<file path="config.mk">
export PLATFORM = sky130hd
export DESIGN_NAME = fdi_interrupt_control
export DESIGN_NICKNAME = d
export VERILOG_FILES = /design/src/pkg/fdi_pkg.sv /design/src/fdi_interrupt_control.sv /design/src/fdi_status_latch.sv
export SDC_FILE = /design/constraint.sdc
export NUM_CORES = 1
export LEC_CHECK = 0
export ABC_AREA = 1
export BUFFER_PORTS_ARGS = -buffer_cell sky130_fd_sc_hd__buf_2
export CAP_MARGIN = 5
export CORE_UTILIZATION = 25
export CTS_BUF_LIST = sky130_fd_sc_hd__clkbuf_8
export CTS_CLUSTER_DIAMETER = 100
export DETAILED_ROUTE_END_ITERATION = 6
export PLACE_DENSITY = 0.46
export SYNTH_ARGS = -nofsm -noshare
export SYNTH_HDL_FRONTEND = slang
export SYNTH_HIERARCHICAL = 1
export SYNTH_SLANG_ARGS = --single-unit
</file>
<file path="constraint.sdc">
create_clock -name CORE_CLK -period 3.1 [get_ports CORE_CLK]
set_clock_uncertainty 0.1 [all_clocks]
set_input_delay 0.155 -clock CORE_CLK [delete_from_list [all_inputs] [get_ports CORE_CLK]]
set_output_delay 0.155 -clock CORE_CLK [all_outputs]
set_load 0.01 [all_outputs]
</file>
<file path="src/pkg/fdi_pkg.sv">
// Constants and carrier types for the flash disk interrupt control block.
// Assumes a 16-bit register port with byte addresses as offsets.
`default_nettype none

package fdi_pkg;

  localparam int unsigned NUM_CHANNELS = 6;
  localparam int unsigned ADDR_WIDTH   = 16;
  localparam int unsigned DATA_WIDTH   = 16;

  // Register offsets.
  localparam logic [15:0] OFFSET_INTERRUPT_CONTROL = 16'h1010;
  localparam logic [15:0] OFFSET_INTERRUPT_STATUS  = 16'h1020;

  // Field positions in the interrupt control register.
  localparam int unsigned ENABLE_LSB      = 0;
  localparam int unsigned MASK_LSB        = 8;
  localparam int unsigned EDGE_SELECT_BIT = 14;
  localparam int unsigned GATE_BIT        = 15;

  // Bits that hold storage in the control register; 7 and 6 read as zero.
  localparam logic [15:0] CONTROL_WRITE_MASK  = 16'hFF3F;
  localparam logic [15:0] CONTROL_RESET_VALUE = 16'h0000;
  localparam logic [5:0]  STATUS_RESET_VALUE  = 6'h00;
  localparam logic [15:0] READ_IDLE_VALUE     = 16'h0000;

  // Channel numbers of the interrupt sources.
  localparam int unsigned CHANNEL_FLASH_READY     = 0;
  localparam int unsigned CHANNEL_PROTECTION      = 1;
  localparam int unsigned CHANNEL_COUNT_OVERRUN   = 2;
  localparam int unsigned CHANNEL_ECC_ERROR       = 3;
  localparam int unsigned CHANNEL_REAL_TIME_CLOCK = 4;
  localparam int unsigned CHANNEL_DMA_DONE        = 5;

  // Interrupt control register layout.
  typedef struct packed {
    logic       global_request_gate;
    logic       edge_select;
    logic [5:0] mask;
    logic [1:0] reserved_zero;
    logic [5:0] enable;
  } fdi_control_t;

  // One register port access.
  typedef struct packed {
    logic [15:0] addr;
    logic        wr;
    logic        rd;
    logic [15:0] wdata;
  } fdi_reg_req_t;

  typedef enum logic {
    FDI_TRIGGER_LEVEL,
    FDI_TRIGGER_EDGE
  } fdi_trigger_t;

endpackage

`default_nettype wire

</file>
<file path="src/fdi_interrupt_control.sv">
// Interrupt control of the flash disk controller: control register, status
// register and the active-low interrupt request output.
// Assumes a synchronous single-cycle register port and one-cycle source strobes.
`default_nettype none

// Functional notes
// - Six channels 0-5: flash ready, protection, overrun, ECC error, clock and DMA done.
// - An enable bit at 1 (bits 5 to 0) lets its status bit latch and raise an interrupt.
// - An enable bit at 0 holds its status bit cleared whatever the source does.
// - A mask bit at 1 in bits 13 to 8 lets a set status bit assert the active-low request.
// - A mask bit at 0 keeps its status bit from asserting the request at all.
// - With bit 14 at 0 the request stays asserted until the pending interrupt is cleared.
// - With bit 14 at 1 the request pulses low and returns high.
// - Gate bit 15 at 1 permits the request, and setting it over a pending channel fires one.
// - The gate at 0 forces the request negated whatever the status and masks.
// - Control is 16-bit read/write at 1010 hex, resets to zero, and bits 7 and 6 read 0.
// - Read-only status at 1020 hex shows latched channels in bits 5 to 0 and resets to zero.
module fdi_interrupt_control (
  // Clock and reset
  input  wire logic        CORE_CLK,
  input  wire logic        RESET_N,
  // Register port
  input  wire logic [15:0] REG_ADDR,
  input  wire logic        REG_WR,
  input  wire logic        REG_RD,
  input  wire logic [15:0] REG_WDATA,
  output var  logic [15:0] REG_RDATA,
  // Interrupt sources, one strobe per channel
  input  wire logic [5:0]  SRC_EVENT,
  // Interrupt request toward the host
  output var  logic        IRQ_N
);

  fdi_pkg::fdi_reg_req_t req_in;
  fdi_pkg::fdi_control_t control;
  fdi_pkg::fdi_trigger_t trigger;
  logic [5:0]            status;
  logic                  request;
  logic                  request_prev;
  logic                  next_irq_n;

  assign req_in = '{addr: REG_ADDR, wr: REG_WR, rd: REG_RD, wdata: REG_WDATA};

  function automatic logic hits(input logic [15:0] addr, input logic [15:0] offset);
    hits = (addr == offset);
  endfunction

  // Control register; reserved bits never store.
  always_ff @(posedge CORE_CLK) begin
    if (!RESET_N) begin
      control <= fdi_pkg::fdi_control_t'(fdi_pkg::CONTROL_RESET_VALUE);
    end else if (req_in.wr && hits(req_in.addr, fdi_pkg::OFFSET_INTERRUPT_CONTROL)) begin
      control <= fdi_pkg::fdi_control_t'(req_in.wdata & fdi_pkg::CONTROL_WRITE_MASK);
    end
  end

  // Six sticky channels, in source order 0 to 5.
  fdi_status_latch u_status (
    .clk          (CORE_CLK),
    .reset_n      (RESET_N),
    .enable       (control.enable),
    .event_strobe (SRC_EVENT),
    .status       (status)
  );

  // Read data is registered and holds until the next read; unmapped reads return zero.
  always_ff @(posedge CORE_CLK) begin
    if (!RESET_N) begin
      REG_RDATA <= fdi_pkg::READ_IDLE_VALUE;
    end else if (req_in.rd) begin
      if (hits(req_in.addr, fdi_pkg::OFFSET_INTERRUPT_CONTROL)) begin
        REG_RDATA <= 16'(control);
      end else if (hits(req_in.addr, fdi_pkg::OFFSET_INTERRUPT_STATUS)) begin
        REG_RDATA <= {10'h000, status};
      end else begin
        REG_RDATA <= fdi_pkg::READ_IDLE_VALUE;
      end
    end
  end

  assign trigger = control.edge_select ? fdi_pkg::FDI_TRIGGER_EDGE : fdi_pkg::FDI_TRIGGER_LEVEL;
  assign request = control.global_request_gate &&
                   (|(status & control.mask));

  // Request level of the previous cycle, so edge mode fires only when the request rises.
  always_ff @(posedge CORE_CLK) begin
    if (!RESET_N) begin
      request_prev <= 1'b0;
    end else begin
      request_prev <= request;
    end
  end

  // Edge mode turns each rise of the request into a single low clock.
  always_comb begin
    unique case (trigger)
      fdi_pkg::FDI_TRIGGER_LEVEL: next_irq_n = !request;
      fdi_pkg::FDI_TRIGGER_EDGE:  next_irq_n = !(request && !request_prev);
    endcase
  end

  // A pending channel met by a newly set gate makes a new request, so it fires at once.
  always_ff @(posedge CORE_CLK) begin
    if (!RESET_N) begin
      IRQ_N <= 1'b1;
    end else begin
      IRQ_N <= next_irq_n;
    end
  end

  property p_gate_off;
    @(posedge CORE_CLK) disable iff (!RESET_N)
      !control.global_request_gate |=> IRQ_N;
  endproperty
  a_gate_off: assert property (p_gate_off)
    else $error("Request asserted with the global gate off.");

  property p_level_hold;
    @(posedge CORE_CLK) disable iff (!RESET_N)
      (control.global_request_gate && !control.edge_select && (|(status & control.mask)))
        |=> !IRQ_N;
  endproperty
  a_level_hold: assert property (p_level_hold)
    else $error("Level mode request not asserted for a masked-in pending channel.");

  property p_mask_blocks;
    @(posedge CORE_CLK) disable iff (!RESET_N)
      ((status & control.mask) == 6'h00) |=> IRQ_N;
  endproperty
  a_mask_blocks: assert property (p_mask_blocks)
    else $error("Request asserted with no masked-in status bit.");

  property p_edge_pulse_width;
    @(posedge CORE_CLK) disable iff (!RESET_N)
      (control.edge_select && !IRQ_N) |=> IRQ_N;
  endproperty
  a_edge_pulse_width: assert property (p_edge_pulse_width)
    else $error("Edge mode pulse longer than one clock.");

  property p_edge_new_request;
    @(posedge CORE_CLK) disable iff (!RESET_N)
      (control.edge_select && request && !request_prev) |=> !IRQ_N;
  endproperty
  a_edge_new_request: assert property (p_edge_new_request)
    else $error("Edge mode missed the pulse for a new request.");

  property p_gate_rise;
    @(posedge CORE_CLK) disable iff (!RESET_N)
      ($rose(control.global_request_gate) && (|(status & control.mask))) |=> !IRQ_N;
  endproperty
  a_gate_rise: assert property (p_gate_rise)
    else $error("Setting the gate with a pending channel gave no request.");

  property p_read_control;
    @(posedge CORE_CLK) disable iff (!RESET_N)
      (REG_RD && REG_ADDR == fdi_pkg::OFFSET_INTERRUPT_CONTROL)
        |=> (REG_RDATA == 16'($past(control))) && (REG_RDATA[7:6] == 2'h0);
  endproperty
  a_read_control: assert property (p_read_control)
    else $error("Control register read back wrong.");

  property p_read_status;
    @(posedge CORE_CLK) disable iff (!RESET_N)
      (REG_RD && REG_ADDR == fdi_pkg::OFFSET_INTERRUPT_STATUS)
        |=> REG_RDATA == {10'h000, $past(status)};
  endproperty
  a_read_status: assert property (p_read_status)
    else $error("Status register read back wrong.");

  property p_mask_passes;
    @(posedge CORE_CLK) disable iff (!RESET_N)
      (control.global_request_gate && (status[0] && control.mask[0]) && !control.edge_select)
        |=> !IRQ_N;
  endproperty
  a_mask_passes: assert property (p_mask_passes)
    else $error("Masked-in channel 0 did not assert the request.");

  property p_edge_no_repeat;
    @(posedge CORE_CLK) disable iff (!RESET_N)
      (control.edge_select && request && request_prev) |=> IRQ_N;
  endproperty
  a_edge_no_repeat: assert property (p_edge_no_repeat)
    else $error("Edge mode pulsed again for a request already standing.");

  // Register port checks: stored bits, unmapped reads and how long read data stands.
  property p_write_control;
    @(posedge CORE_CLK) disable iff (!RESET_N)
      (REG_WR && hits(REG_ADDR, fdi_pkg::OFFSET_INTERRUPT_CONTROL))
        |=> 16'(control) == ($past(REG_WDATA) & fdi_pkg::CONTROL_WRITE_MASK);
  endproperty
  a_write_control: assert property (p_write_control)
    else $error("Control register write did not store the writable bits.");

  property p_reserved_zero;
    @(posedge CORE_CLK) disable iff (!RESET_N)
      REG_WR |=> control.reserved_zero == 2'h0;
  endproperty
  a_reserved_zero: assert property (p_reserved_zero)
    else $error("Reserved control bits stored a one.");

  property p_unmapped_read;
    @(posedge CORE_CLK) disable iff (!RESET_N)
      (REG_RD && !hits(REG_ADDR, fdi_pkg::OFFSET_INTERRUPT_CONTROL)
        && !hits(REG_ADDR, fdi_pkg::OFFSET_INTERRUPT_STATUS))
        |=> REG_RDATA == fdi_pkg::READ_IDLE_VALUE;
  endproperty
  a_unmapped_read: assert property (p_unmapped_read)
    else $error("Read of an unmapped offset returned nonzero data.");

  property p_rdata_hold;
    @(posedge CORE_CLK) disable iff (!RESET_N)
      !REG_RD |=> $stable(REG_RDATA);
  endproperty
  a_rdata_hold: assert property (p_rdata_hold)
    else $error("Read data changed without a read.");

  // The first edge out of reset must see the request negated and the control, status and read data registers at their reset values.
  property p_reset_idle;
    @(posedge CORE_CLK)
      $rose(RESET_N) |-> IRQ_N && (REG_RDATA == fdi_pkg::READ_IDLE_VALUE)
        && (16'(control) == fdi_pkg::CONTROL_RESET_VALUE)
        && (status == fdi_pkg::STATUS_RESET_VALUE);
  endproperty
  a_reset_idle: assert property (p_reset_idle)
    else $error("Registers or request not idle after reset.");

endmodule

`default_nettype wire

</file>
<file path="src/fdi_status_latch.sv">
// Six-channel sticky status latch of the interrupt control block.
// Assumes one-cycle event strobes synchronous to CORE_CLK.
`default_nettype none

module fdi_status_latch (
  // Clock and reset
  input  wire logic       clk,
  input  wire logic       reset_n,
  // Control and sources
  input  wire logic [5:0] enable,
  input  wire logic [5:0] event_strobe,
  // Latched state
  output var  logic [5:0] status
);

  genvar ch;
  generate
    for (ch = 0; ch < 6; ch++) begin : g_channel
      // A cleared enable holds the bit clear; otherwise an event sets it and it sticks.
      always_ff @(posedge clk) begin
        if (!reset_n) begin
          status[ch] <= fdi_pkg::STATUS_RESET_VALUE[ch];
        end else if (!enable[ch]) begin
          status[ch] <= 1'b0;
        end else begin
          status[ch] <= status[ch] | event_strobe[ch];
        end
      end
    end
  endgenerate

  property p_disabled_clear;
    @(posedge clk) disable iff (!reset_n)
      1'b1 |=> (status & ~$past(enable)) == 6'h00;
  endproperty
  a_disabled_clear: assert property (p_disabled_clear)
    else $error("Status bit set while its enable was low.");

  property p_event_latch;
    @(posedge clk) disable iff (!reset_n)
      (|(event_strobe & enable)) |=>
        ((status & $past(event_strobe) & $past(enable)) ==
         ($past(event_strobe) & $past(enable)));
  endproperty
  a_event_latch: assert property (p_event_latch)
    else $error("Enabled event was not latched into status.");

  property p_sticky;
    @(posedge clk) disable iff (!reset_n)
      (status[0] && enable[0]) |=> status[0] [*1];
  endproperty
  a_sticky: assert property (p_sticky)
    else $error("Status bit dropped while its enable stayed high.");

endmodule

`default_nettype wire

</file>
==> reports/results.ini <==
[critical_path]
worst_path_most_repeated_cell=nand2_1
path_depth=7
crit_type=in -> reg
crit_slowest_cell=nand3_1
required_ns=3.17
end_kind=flop
cp_max_fo=14
cp_cell_sequence=buf_2, nor2_1, nand2_1, nor2_4, nand3_1, nand2_1, a21oi_1
path_buf_inv=1
critPathLaunchType=input pin
critPathMaxStageDelay_ns=0.48
crit_arrival_ns=1.44
crit_family=simple AND/OR/NAND/NOR gates
rr_worst_depth=5
regToRegSetupSlack_ns=2.03

[synthesis]
syn_inst=209
synth.avg_cell_area_um2=7.124
seq_area_frac_synth_pct=48.40
netlist-cell-type-count=18
ys_ff_latch=36
yosys_warnings=6
netlist_area_mm2=0.001489

[sta]
tns_ns=0
drv_slew=0
worst_pin_slew_ns=0.5734
fin_crit_sh_pct=44.26
holdWs_ns=0.007562
relSlewSlack_pct=61.67
setup_viol=0
hold_violations=0
post-route-min-period_ns=1.372
rsz0062_at_grt=false
timing.final.ws_setup_ns=1.728
max_freq_ghz=0.7288

[flow_run]
cap_violations=0

[clock_tree]
clk_latency_ns=0.29
cts-buffers-inserted=5
cts_max_path_buffers=2
cts.clk_slew.worst_paths_ns=0.08
htreeDepth=2
cts_tree=yes
root_buffer=clkbuf_8
cts_num_sinks=36

[floorplanning]
dieWidth_um=79.18
rows=27
dieArea_mm2=0.006269
die-height_um=79.18
coreArea_mm2=0.005608
pin_count=59
start_util_pct=26.55

[place]
place.gp.congestion=0.7167
pre_cts_slack_ns=1.425
numPortBuffers=54
dp.cells=327
post-dp-hpwl_um=2790
dpl-instance-area_mm2=0.001803

[route]
detail-route-antenna-nets=0
drc=0
drt-pass1-iter-count=4
totalWireLength_um=3877
wl_per_cell_um=11.27
routed_via_density=4.250
vias=1462
drt-initial-drc-count=100

[cells_and_area]
drive_gt1_share_pct=25.74
antenna_cells=0
fin_util_pct=35.32
syn2layout_area_growth_pct=33.03
final_cells=344
nets=313
design_area_mm2=0.001981

[global_route]
grt.overflow.total=0
antenna_found_initial=0
grt_pass1_wl_um=6492
grt_max_degree=29
grt_pass1_vias=1392
grt_usage_pct=13.64

[power]
p_leak_nw=0.8377
irDropWorstVdd_uv=142.6
power_density_mw_per_mm2=445.7
total_power_uw=882.8

[min_path]
hold_depth=3
hp-class=in -> reg

[run_status]
status=finished clean

[cell families (layout without fill, tap and decap cells)]
| kind of cell | Yosys count | count (layout) | synth area share (%) |
|---|---|---|---|
| flip-flops | 36 | 36 | 48.40 |
| AND/OR/NAND/NOR | 114 | 114 | 31.60 |
| buffers and inverters | 19 | 81 | 5.881 |
| other | 1 | 2 | 0.2519 |
| AO/OA/AOI/OAI | 39 | 39 | 13.87 |
[synthesized netlist by cell type]
library cell  instances  share of area (%)
a22o_1                3                1.8
o21ai_0              11                3.7
buf_6                 1               0.76
nand2_4               1               0.76
nand3_1               8                2.7
buf_4                 2                1.0
clkbuf_1              5                1.3
inv_2                 4                1.0
nor2_4                3                2.3
inv_1                 6                1.5
dfxtp_1              36                 48
nand4_1               1               0.42
nor2_1               41                 10
nand2_1              60                 15
buf_2                 1               0.34
a21oi_1              22                7.4
conb_1                1               0.25
o21ai_1               3                1.0
[worst paths after layout]
| kind | from | endpoint |
|---|---|---|
| max | REG_ADDR[1] | control[13] |
| min | REG_WDATA[15] | control[15] |
| max reg2reg | u_status/status[0] | request_prev |
| min reg2reg | control[0] | u_status/status[0] |
[routing by layer]
layer	vias to the layer above	GRT usage, %	wire length [um]
met4	0	4.909	68
met2	39	21.29	1676
met1	632	17.98	1937
li1	785	-	-
met5	-	0	0
met3	6	3.563	195
[power breakdown]
part           leakage (nW)  internal (mW)  switching [mW]  total (mW)
logic                 0.497         0.0401          0.0405      0.0806
registers             0.292          0.471         0.00352       0.474
clock network        0.0479          0.156           0.171       0.328
total                 0.838          0.667           0.215       0.883
[registers in the layout (all words and copies together) (netlist names)]
signal           flops
IRQ_N                1
REG_RDATA           14
control             14
request_prev         1
u_status/status      6
[cell usage in the layout (no fill, tap or decap), drive strengths merged]
cell	synthesis	layout
clkinv	0	3
a21oi	22	22
o21ai	14	14
nor2	44	44
nand2	61	61
clkbuf	5	5
nand3	8	8
dlygate4sd3	0	9
a22o	3	3
nand4	1	1
dfxtp	36	36
conb	1	2
buf	4	54
inv	10	10
[worst reg2reg max path, delay by kind of cell, from the launching register on]
family	cells	cell delay [ns]
and+or+nand+nor	4	0.27
DFF	1	0.34
AOI/OAI and AO/OA	1	0.24
[area by class of cell]
class	count	area, um2
Tap cell	72	90.09
Clock inverter	3	18.77
Timing Repair Buffer	63	360.3
Sequential cell	36	720.7
Inverter	10	37.54
Fill cell	672	3627
Clock buffer	5	68.82
Multi-Input combinational cell	155	684.4
[timing repair]
item                                   4_1_cts  5_1_grt
endpoints found under the hold margin        9        0
hold buffers                                 9        0
gates resized for setup                      0        0
setup buffers                                0        0
No activity file was read; power rests on OpenSTA's default activity.
